[config.mk]
export PLATFORM = sky130hd
export DESIGN_NAME = swd_detector
export DESIGN_NICKNAME = d
export VERILOG_FILES = /design/src/logic/swd_pkg.sv /design/src/logic/swd_detector.sv
export SDC_FILE = /design/constraint.sdc
export NUM_CORES = 1
export LEC_CHECK = 0
export ABC_CLOCK_PERIOD_IN_PS = 5500
export BUFFER_PORTS_ARGS = -buffer_cell sky130_fd_sc_hd__buf_2
export CAP_MARGIN = 40
export CORE_MARGIN = 2
export CORE_UTILIZATION = 41
export DETAILED_ROUTE_END_ITERATION = 8
export SKIP_CTS_REPAIR_TIMING = 1
export SYNTH_ARGS = -nofsm -noshare
export SYNTH_HDL_FRONTEND = slang
export SYNTH_SLANG_ARGS = --single-unit
[constraint.sdc]
create_clock -name aclk -period 5.5 [get_ports aclk]
set_clock_uncertainty 0.2 [all_clocks]
set_input_delay 0.55 -clock aclk [delete_from_list [all_inputs] [get_ports aclk]]
set_output_delay 0.55 -clock aclk [all_outputs]
set_load 0.02 [all_outputs]
[src/logic/swd_pkg.sv]
// Functional notes
// - in receive mode compare stored word continuously
// - detect output rises on next bit clock
// - frame mode holds output packet-length bytes
// - two-bit field selects detect output behaviour
// - word length 12/16/20/24, compare only those
// - accept match with at most tolerance mismatches
// - bit clock comes from 32x recovery loop
// - latch writes select destination by low nibble
`default_nettype none
package swd_pkg;
   // register byte offsets
   localparam logic [7:0] ADDR_LATCH  = 8'h00;
   localparam logic [7:0] ADDR_CTRL   = 8'h04;
   localparam logic [7:0] ADDR_STATUS = 8'h08;
   localparam logic [7:0] ADDR_MASK   = 8'h0c;
   // latch select values in the low nibble of a latch write
   localparam logic [3:0] LAT_SYNC    = 4'hb;
   localparam logic [3:0] LAT_PKT     = 4'hc;
   // detect output modes
   localparam logic [1:0] MODE_OFF    = 2'h0;
   localparam logic [1:0] MODE_PULSE  = 2'h1;
   localparam logic [1:0] MODE_FRAME  = 2'h2;
   localparam logic [1:0] MODE_HOLD   = 2'h3;
   // compare masks per length code
   localparam logic [23:0] MASK_12    = 24'h000fff;
   localparam logic [23:0] MASK_16    = 24'h00ffff;
   localparam logic [23:0] MASK_20    = 24'h0fffff;
   localparam logic [23:0] MASK_24    = 24'hffffff;
   // status bit positions and axi responses
   localparam int          STS_MATCH  = 0;
   localparam int          STS_FRAME  = 1;
   localparam int          STS_LIVE   = 8;
   localparam logic [1:0]  RESP_OKAY  = 2'h0;
   localparam logic [1:0]  RESP_SLV   = 2'h2;

   typedef enum logic [1:0] {S_IDLE = 2'b01, S_HIGH = 2'b10} swd_fsm_e;

   typedef struct packed {
      logic [23:0] word;
      logic [1:0]  len;
      logic [1:0]  tol;
      logic [1:0]  mode;
      logic [7:0]  pkt;
   } swd_cfg_s;

   typedef struct packed {
      logic        aw_ok;
      logic        w_ok;
      logic [7:0]  aw_addr;
      logic [31:0] w_data;
      logic [3:0]  w_strb;
      logic        bvalid;
      logic [1:0]  bresp;
      logic        rvalid;
      logic [31:0] rdata;
      logic [1:0]  rresp;
      swd_cfg_s    cfg;
      logic        rx_en;
      logic [1:0]  sts;
      logic [1:0]  msk;
      logic [2:0]  clk_sync;
      logic [1:0]  dat_sync;
      logic [23:0] shift;
      logic        pend;
      swd_fsm_e    fsm;
      logic [10:0] cnt;
      logic        swd;
   } swd_state_s;

   localparam swd_state_s STATE_RST = '{fsm: S_IDLE, default: '0};
endpackage
`default_nettype wire

[src/logic/swd_detector.sv]
// The implementer's own choices: the address map and register access over AXI4-Lite.
`timescale 1ns/1ps
`default_nettype none
module swd_detector (
   // clock, reset, enable
   input  wire logic        aclk,
   input  wire logic        aresetn,
   input  wire logic        ce,
   // axi4-lite write
   input  wire logic [7:0]  awaddr,
   input  wire logic        awvalid,
   output logic             awready,
   input  wire logic [31:0] wdata,
   input  wire logic [3:0]  wstrb,
   input  wire logic        wvalid,
   output logic             wready,
   output logic [1:0]       bresp,
   output logic             bvalid,
   input  wire logic        bready,
   // axi4-lite read
   input  wire logic [7:0]  araddr,
   input  wire logic        arvalid,
   output logic             arready,
   output logic [31:0]      rdata,
   output logic [1:0]       rresp,
   output logic             rvalid,
   input  wire logic        rready,
   // recovered bit stream pins
   input  wire logic        rx_clk_pin,
   input  wire logic        rx_data_pin,
   // detect output and interrupt
   output logic             swd_out,
   output logic             irq
);
   swd_pkg::swd_state_s r;
   swd_pkg::swd_state_s n;
   logic        tick;
   logic        do_wr;
   logic [1:0]  sts_set;
   logic [1:0]  sts_clr;
   logic [23:0] shift_new;
   logic [23:0] cmp_mask;
   logic [4:0]  ones;
   logic        hit;

   ////////////////////////////////////////////////////////////////////////////
   // handshake and data outputs
   assign awready = !r.aw_ok && !r.bvalid;
   assign wready  = !r.w_ok && !r.bvalid;
   assign arready = !r.rvalid;
   assign bvalid  = r.bvalid;
   assign bresp   = r.bresp;
   assign rvalid  = r.rvalid;
   assign rdata   = r.rdata;
   assign rresp   = r.rresp;
   assign swd_out = r.swd;
   assign irq     = |(r.sts & r.msk);

   ////////////////////////////////////////////////////////////////////////////
   // bit clock edge, one tick per recovered bit from the 32x loop
   assign tick      = r.clk_sync[1] && !r.clk_sync[2] && r.rx_en;
   assign do_wr     = r.aw_ok && r.w_ok && !r.bvalid;
   // new bit enters at lsb, so the msb sent first ends up on top
   assign shift_new = {r.shift[22:0], r.dat_sync[1]};

   // compare mask from the length code
   always_comb begin
      unique case (r.cfg.len)
         2'd0: cmp_mask = swd_pkg::MASK_12;
         2'd1: cmp_mask = swd_pkg::MASK_16;
         2'd2: cmp_mask = swd_pkg::MASK_20;
         2'd3: cmp_mask = swd_pkg::MASK_24;
      endcase
   end

   // count mismatched bits inside the active length
   always_comb begin
      ones = 5'h00;
      for (int i = 0; i < 24; i++) begin
         ones = ones + {4'h0, (shift_new[i] ^ r.cfg.word[i]) & cmp_mask[i]};
      end
      hit = (ones <= {3'h0, r.cfg.tol});
   end

   ////////////////////////////////////////////////////////////////////////////
   // next-state logic
   always_comb begin
      n       = r;
      sts_set = 2'h0;
      sts_clr = 2'h0;
      n.clk_sync = {r.clk_sync[1:0], rx_clk_pin};
      n.dat_sync = {r.dat_sync[0], rx_data_pin};
      // write address and data captured in either order
      if (awvalid && awready) begin
         n.aw_ok   = 1'b1;
         n.aw_addr = awaddr;
      end
      if (wvalid && wready) begin
         n.w_ok   = 1'b1;
         n.w_data = wdata;
         n.w_strb = wstrb;
      end
      if (r.bvalid && bready) begin
         n.bvalid = 1'b0;
      end
      // write effects once both halves are held
      if (do_wr) begin
         n.aw_ok  = 1'b0;
         n.w_ok   = 1'b0;
         n.bvalid = 1'b1;
         n.bresp  = swd_pkg::RESP_OKAY;
         unique case (r.aw_addr)
            swd_pkg::ADDR_LATCH: begin
               if (r.w_strb != 4'hf) begin
                  n.bresp = swd_pkg::RESP_SLV;
               end else if (r.w_data[3:0] == swd_pkg::LAT_SYNC) begin
                  n.cfg.word = r.w_data[31:8];
                  n.cfg.tol  = r.w_data[7:6];
                  n.cfg.len  = r.w_data[5:4];
               end else if (r.w_data[3:0] == swd_pkg::LAT_PKT) begin
                  n.cfg.pkt  = r.w_data[15:8];
                  n.cfg.mode = r.w_data[7:6];
               end
            end
            swd_pkg::ADDR_CTRL: begin
               if (r.w_strb[0]) begin
                  n.rx_en = r.w_data[0];
               end
            end
            swd_pkg::ADDR_STATUS: sts_clr = r.w_data[1:0] & {2{r.w_strb[0]}};
            swd_pkg::ADDR_MASK: begin
               if (r.w_strb[0]) begin
                  n.msk = r.w_data[1:0];
               end
            end
            default: n.bresp = swd_pkg::RESP_SLV;
         endcase
      end
      // read path, answer one cycle after the address
      if (r.rvalid && rready) begin
         n.rvalid = 1'b0;
      end
      if (arvalid && arready) begin
         n.rvalid = 1'b1;
         n.rresp  = swd_pkg::RESP_OKAY;
         unique case (araddr)
            swd_pkg::ADDR_LATCH:  n.rdata = {r.cfg.word, r.cfg.tol, r.cfg.len, swd_pkg::LAT_SYNC};
            swd_pkg::ADDR_CTRL:   n.rdata = {31'h0, r.rx_en};
            swd_pkg::ADDR_STATUS: n.rdata = {23'h0, r.swd, 6'h00, r.sts};
            swd_pkg::ADDR_MASK:   n.rdata = {30'h0, r.msk};
            default: begin
               n.rdata = 32'h0;
               n.rresp = swd_pkg::RESP_SLV;
            end
         endcase
      end
      // sliding compare on every received bit
      if (tick) begin
         n.shift = shift_new;
         n.pend  = hit;
      end
      // detect output sequencing
      if (!r.rx_en || r.cfg.mode == swd_pkg::MODE_OFF) begin
         n.fsm  = swd_pkg::S_IDLE;
         n.swd  = 1'b0;
         n.pend = 1'b0;
      end else if (tick) begin
         if (r.pend && (r.fsm == swd_pkg::S_IDLE || r.cfg.mode == swd_pkg::MODE_PULSE)) begin
            n.fsm = swd_pkg::S_HIGH;
            n.swd = 1'b1;
            n.cnt = {r.cfg.pkt, 3'h0};
            sts_set[swd_pkg::STS_MATCH] = 1'b1;
         end else begin
            unique case (r.fsm)
               swd_pkg::S_IDLE: n.swd = 1'b0;
               swd_pkg::S_HIGH: begin
                  if (r.cfg.mode == swd_pkg::MODE_PULSE) begin
                     n.fsm = swd_pkg::S_IDLE;
                     n.swd = 1'b0;
                  end else if (r.cfg.mode == swd_pkg::MODE_FRAME) begin
                     if (r.cnt <= 11'h001) begin
                        n.fsm = swd_pkg::S_IDLE;
                        n.swd = 1'b0;
                        sts_set[swd_pkg::STS_FRAME] = 1'b1;
                     end else begin
                        n.cnt = r.cnt - 11'h001;
                     end
                  end
               end
            endcase
         end
      end
      // sticky status, a set beats a clear in the same cycle
      n.sts = (r.sts & ~sts_clr) | sts_set;
   end

   ////////////////////////////////////////////////////////////////////////////
   // state register
   always_ff @(posedge aclk) begin
      if (!aresetn) begin
         r <= swd_pkg::STATE_RST;
      end else if (ce) begin
         r <= n;
      end
   end
endmodule
`default_nettype wire

# After elaboration in Yosys (flattened, before gate mapping)
# Cells that the tools add are included.
dict set report op_classes {
  n_addsub 24
  magnitude_cmp 2
  n_eq_ne 20
  muxes 37
  n_bitwise 56
  n_reduce_logical 54
}
# operator count
set ops {}
lappend ops {{32-bit one-hot mux with 4 select lines} 1}
lappend ops {{24-bit one-hot mux with 4 select lines} 1}
lappend ops {{5-bit by 1-bit adder with 5-bit output} 19}
lappend ops {{14-bit 2-to-1 mux} 3}
lappend ops {{35-bit 2-to-1 mux} 1}
lappend ops {{8-bit by 4-bit equality test with 1-bit output (second input constant)} 4}
lappend ops {{1-bit bitwise AND} 24}
lappend ops {{1-bit bitwise XOR} 24}
lappend ops {{11-bit 2-to-1 mux} 2}
lappend ops {{2-bit 2-to-1 mux} 10}
lappend ops {{2-bit AND reduction} 10}
lappend ops {{8-bit by 3-bit equality test with 1-bit output (second input constant)} 2}
lappend ops {{8-bit logical NOT} 2}
lappend ops {{1-bit 2-to-1 mux} 15}
lappend ops {{2-bit nonzero test} 7}
lappend ops {{13-bit 2-to-1 mux} 1}
lappend ops {{1-bit logical AND} 12}
lappend ops {{4-bit AND reduction} 3}
lappend ops {{11-bit by 1-bit less-or-equal comparator with 1-bit output (second input constant)} 1}
lappend ops {{11-bit by 1-bit subtractor with 11-bit output (second input constant)} 1}
lappend ops {{5-bit inequality test (second input constant)} 2}
lappend ops {{5-bit AND reduction} 2}
lappend ops {{2-bit equality test (second input constant)} 4}
lappend ops {{4-bit equality test (second input constant)} 2}
lappend ops {{26 further kinds} 40}
dict set report word_totals {
  reg_bits 170
  input_bits 62
  output_inout_bits 43
}

# Logic depth before layout (Yosys ltp)
dict set report logic_depth {
  ltp_word 29
  mapped_depth 18
  depth_no_buf 18
}

# Least setup slack after synthesis
# No wires, ideal clock.
dict set report synth_path {
  kind {register to register}
  from {register r[62] (netlist bit)}
  to {register r[14] (netlist bit)}
  t_arrival_ns 4.966
  required_time_ns 5.235
  setup_slack_ns 0.269
  stages_incl_launch_ff 19
  n_path_buf 1
  cell_sequence {dfxtp_1 -> clkbuf_1 -> o21ai_0 -> fa_1 -> fa_1 -> inv_1 -> fa_1 -> inv_1 -> fa_1 -> inv_1 -> fa_1 -> ha_1 -> fa_1 -> ha_1 -> nor2b_1 -> a2bb2oi_1 -> a2111oi_0 -> a21oi_1 -> nor2_1}
}
dict set report synth_via {
  elab_chain_len 18
  elab_cells_between_ends 32
  cone_classes {add/sub: 12; order compare: 1; eq/ne: 3; mux: 3; bitwise: 12; reduce/logical: 1}
}
# element line
set synth_rtl {}
lappend synth_rtl {{start: declaration} swd_detector.sv:35} ;# swd_pkg::swd_state_s r;
lappend synth_rtl {{start signal: assignment} swd_detector.sv:201} ;# r <= swd_pkg::STATE_RST;
lappend synth_rtl {{start signal: assignment} swd_detector.sv:203} ;# r <= n;
lappend synth_rtl {{2-bit equality test, or another cell as far along} swd_detector.sv:68} ;# unique case (r.cfg.len)
lappend synth_rtl {{24-bit one-hot mux with 4 select lines (*)} swd_detector.sv:68}
lappend synth_rtl {{1-bit bitwise AND} swd_detector.sv:80} ;# ones = ones + {4'h0, (shift_new[i] ^ r.cfg.word[i]) & cmp_mask[i]};
lappend synth_rtl {{5-bit by 1-bit adder with 5-bit output (11 in a row)} swd_detector.sv:80}
lappend synth_rtl {{5-bit by 1-bit adder with 5-bit output (*)} swd_detector.sv:80}
lappend synth_rtl {{5-bit by 2-bit less-or-equal comparator with 1-bit output (*)} swd_detector.sv:82} ;# hit = (ones <= {3'h0, r.cfg.tol});
lappend synth_rtl {{1-bit 2-to-1 mux (*)} swd_detector.sv:158} ;# if (tick) begin
lappend synth_rtl {{1-bit 2-to-1 mux (*)} swd_detector.sv:163} ;# if (!r.rx_en || r.cfg.mode == swd_pkg::MODE_OFF) begin
# Every way passes the cells marked *; elsewhere a longest branch is shown, timed or not. The select of a mux whose other input is x is not followed.
# A chain may end at the register's enable or synchronous reset.

# Worst setup path in the final report
dict set report layout_path {
  from {register r[80] (netlist bit)}
  to {register r[14] (netlist bit)}
}
dict set report layout_via {
  elab_chain_len 12
}
# element line
set layout_rtl {}
lappend layout_rtl {{1-bit bitwise XOR} swd_detector.sv:80}
lappend layout_rtl {{1-bit bitwise AND} swd_detector.sv:80}
lappend layout_rtl {{5-bit by 1-bit adder with 5-bit output (7 in a row)} swd_detector.sv:80}
lappend layout_rtl {{5-bit by 2-bit less-or-equal comparator with 1-bit output} swd_detector.sv:82}
lappend layout_rtl {{1-bit 2-to-1 mux} swd_detector.sv:158}
lappend layout_rtl {{1-bit 2-to-1 mux} swd_detector.sv:163}
# No other way between the ends. The select of a mux whose other input is x is not followed.

==> flow_summary.yaml <==
cells_and_area:
  nets: 999
  num_antenna_cells: 0
  fillers: 1763
  regArea_um2: 3350
  final_cell_mix: "dfxtp_1, nand2_1, nor2_1"
  drive_above_1_share_pct: 17.7
  final_cell_area_um2: 8600
  mostFrequentLayoutCell: "dfxtp_1"
  multi_input_area_um2: 3630
  syn2layout_area_growth_pct: 14.8
  utilization_pct: 47.9
detailed_routing:
  wl_per_cell_um: 14.6
  routed_via_density: 5.00
  vias: 5760
  drc: 0
  dr.pass1.iters: 4
  wirelength_met1_mm: 7.73
  wl_met3_um: 538
  ant_nets: 0
  routed_wl_mm: 16.8
  dr_wl_met2_mm: 8.34
  drt_iter0_drc: 310
  maxUsedRoutingLayer: "met4"
placement:
  numPortBuffers: 101
  dp_hpwl_mm: 11.4
  post_dp_cell_area_um2: 7940
  place_congestion: 0.785
pwr:
  p_sw_mw: 0.571
  vdd_ir_drop_max_mv: 0.250
  p_total_mw: 2.62
  powerDensity_nw_per_um2: 304
  internal-power_mw: 2.04
  p_leak_nw: 3.43
  share_clk_of_total_power_pct: 47.9
  p_seq_share_pct: 47.6
  combPwrFrac_pct: 4.5
  switching_share_pct: 21.8
clock_network:
  cts_buffers: 17
  h-tree-depth: 4
  clock_path_buffers: 2
  cts_tree: "done"
  insertion_delay_ns: 0.42
  clkTransAtPathRegs_ns: 0.07
  clockRootBuffer: "clkbuf_16"
  clock_sinks: 167
timing:
  rsz0062_at_grt: "no"
  relSlewSlack_pct: 46.5
  max_freq_ghz: 0.192
  finalCritPeriodShare_pct: 94.8
  setup_tns_ns: 0
  finalCriticalPeriod_ns: 5.22
  slew_viol_final: 0
  holdWs_ns: 0.161
  setup-violations-final: 0
  worst_pin_slew_ns: 0.803
  hold_viol: 0
floorplanning:
  die_h_um: 139
  core_region_area_um2: 18000
  dieArea_um2: 19400
  start_util_pct: 41.7
  num_rows: 49
  die_w_um: 139
  io_pins: 105
setup_path:
  crit_fanout: 3
  startpoint: "r[80]"
  path_class: "reg2reg"
  reg2reg_from: "r[80]"
  cp-start-kind: "register"
  cp.arrival_ns: 5.31
  cp.required_ns: 5.59
  critPathCaptureType: "register"
global_route:
  grt_pass1_wl_mm: 27.8
  grt_overflow_total: 0
  grt_max_degree: 80
  grt_pass1_vias: 5498
  grt_use_total_pct: 17.7
  antenna_found_initial: 0
logic_synthesis:
  yosys.area.top_type: "dfxtp_1"
  synth_area_leaders: "dfxtp_1, nand2_1, mux2i_1, a21oi_1, nor2_1"
  synth_cells: 858
  netlist.area_leader.share_pct: 44.6
  synth-seq-cells: 167
  synth_cell_types: 50
  netlist_area_um2: 7500
  ys_seq_area_share_pct: 44.6
  post_synth.cell_area_avg_um2: 8.74
  yosysWarnings: 0
hold_path:
  hp-start: "wdata[10]"
  hold_class: "in2reg"
run:
  max_cap_violations: 0
run_status:
  status: "finished, final reports clean"
-- worst paths after layout --
kind	endpoint	slack, ns	cells after the start
max reg2reg	r[14]	0.28	17
min reg2reg	r[126]	0.26	2
min	r[139]	0.16	3
max	r[14]	0.28	17
-- cell usage after synthesis, drive strengths merged --
cell type	number
ha	10
buf	48
nand4	5
xor2	12
dfxtp	167
nand2	148
a22o	1
a2bb2oi	1
o21ai	19
and4	1
nor2	111
a41oi	1
and2	3
nor3	6
nand3b	4
a21o	5
o21bai	1
fa	17
or3	6
a2111oi	3
nand2b	4
nor4	8
nor2b	5
nor4bb	2
inv	25
and4b	1
mux2i	55
a221oi	1
xnor2	13
nand4bb	1
nand3	6
clkbuf	36
nor3b	4
a21oi	88
and3	1
or4	2
o32ai	3
nor4b	1
or4b	1
conb	1
nand4b	1
o21a	2
a22oi	28
-- per-layer routing --
layer	global-route usage (%)	up-vias
li1	-	2947
met2	30.8	91
met4	4.57	0
met3	4.09	12
met1	22.3	2710
met5	0	-
-- per-stage QoR --
step | worst slack (ns) | instances
after floorplan | 0.269 | 860
after global placement | 0.201 | 1118
after detailed placement | 0.0627 | 1120
after CTS | 0.0379 | 1151
after global routing | 0.0866 | 1151
final | 0.284 | 1151
-- cells by family after synthesis --
family	after synthesis	share of synthesized area, %
other cells	1	0.0500
fa+ha+maj	27	6.21
flops	167	44.6
simple gates	321	19.0
compound gates	153	11.9
xor+xnor	25	2.92
mux	55	7.34
buf+inv	109	7.98
-- critical path, cell delays in order (launching register included) --
cell,delay (ns)
dfxtp_1,0.33
xor2_1,0.16
and2_1,0.17
fa_1,0.52
fa_1,0.55
inv_1,0.05
fa_1,0.47
fa_1,0.52
inv_1,0.07
fa_1,0.49
ha_1,0.24
fa_1,0.44
ha_1,0.30
nor2b_1,0.14
a2bb2oi_1,0.20
a2111oi_2,0.06
a21oi_1,0.14
nor2_1,0.05
-- flip-flops by register name, summed over array words and instances (netlist names) --
name,cells
n,3
rdata,31
r,128
rvalid,1
bresp,1
rresp,1
swd_out,1
bvalid,1
-- cell type report --
type	instances	area share (%)
inverter	25	1.12
timing repair buffer	115	7.18
clock inverter	11	2.02
multi-input combinational	584	42.2
sequential	167	38.9
tap	229	3.33
clock buffer	20	5.19
-- power groups by stage --
| stage | sequential [mW] | clock [mW] | combinational [mW] |
|---|---|---|---|
| after floorplan | 1.27 | 0 | 0.0741 |
| after global placement | 1.27 | 0 | 0.117 |
| after detailed placement | 1.27 | 0 | 0.119 |
| after CTS | 1.25 | 1.28 | 0.120 |
| after global routing | 1.25 | 1.33 | 0.132 |
| final | 1.25 | 1.25 | 0.118 |
(Power assumes the default switching activity.)
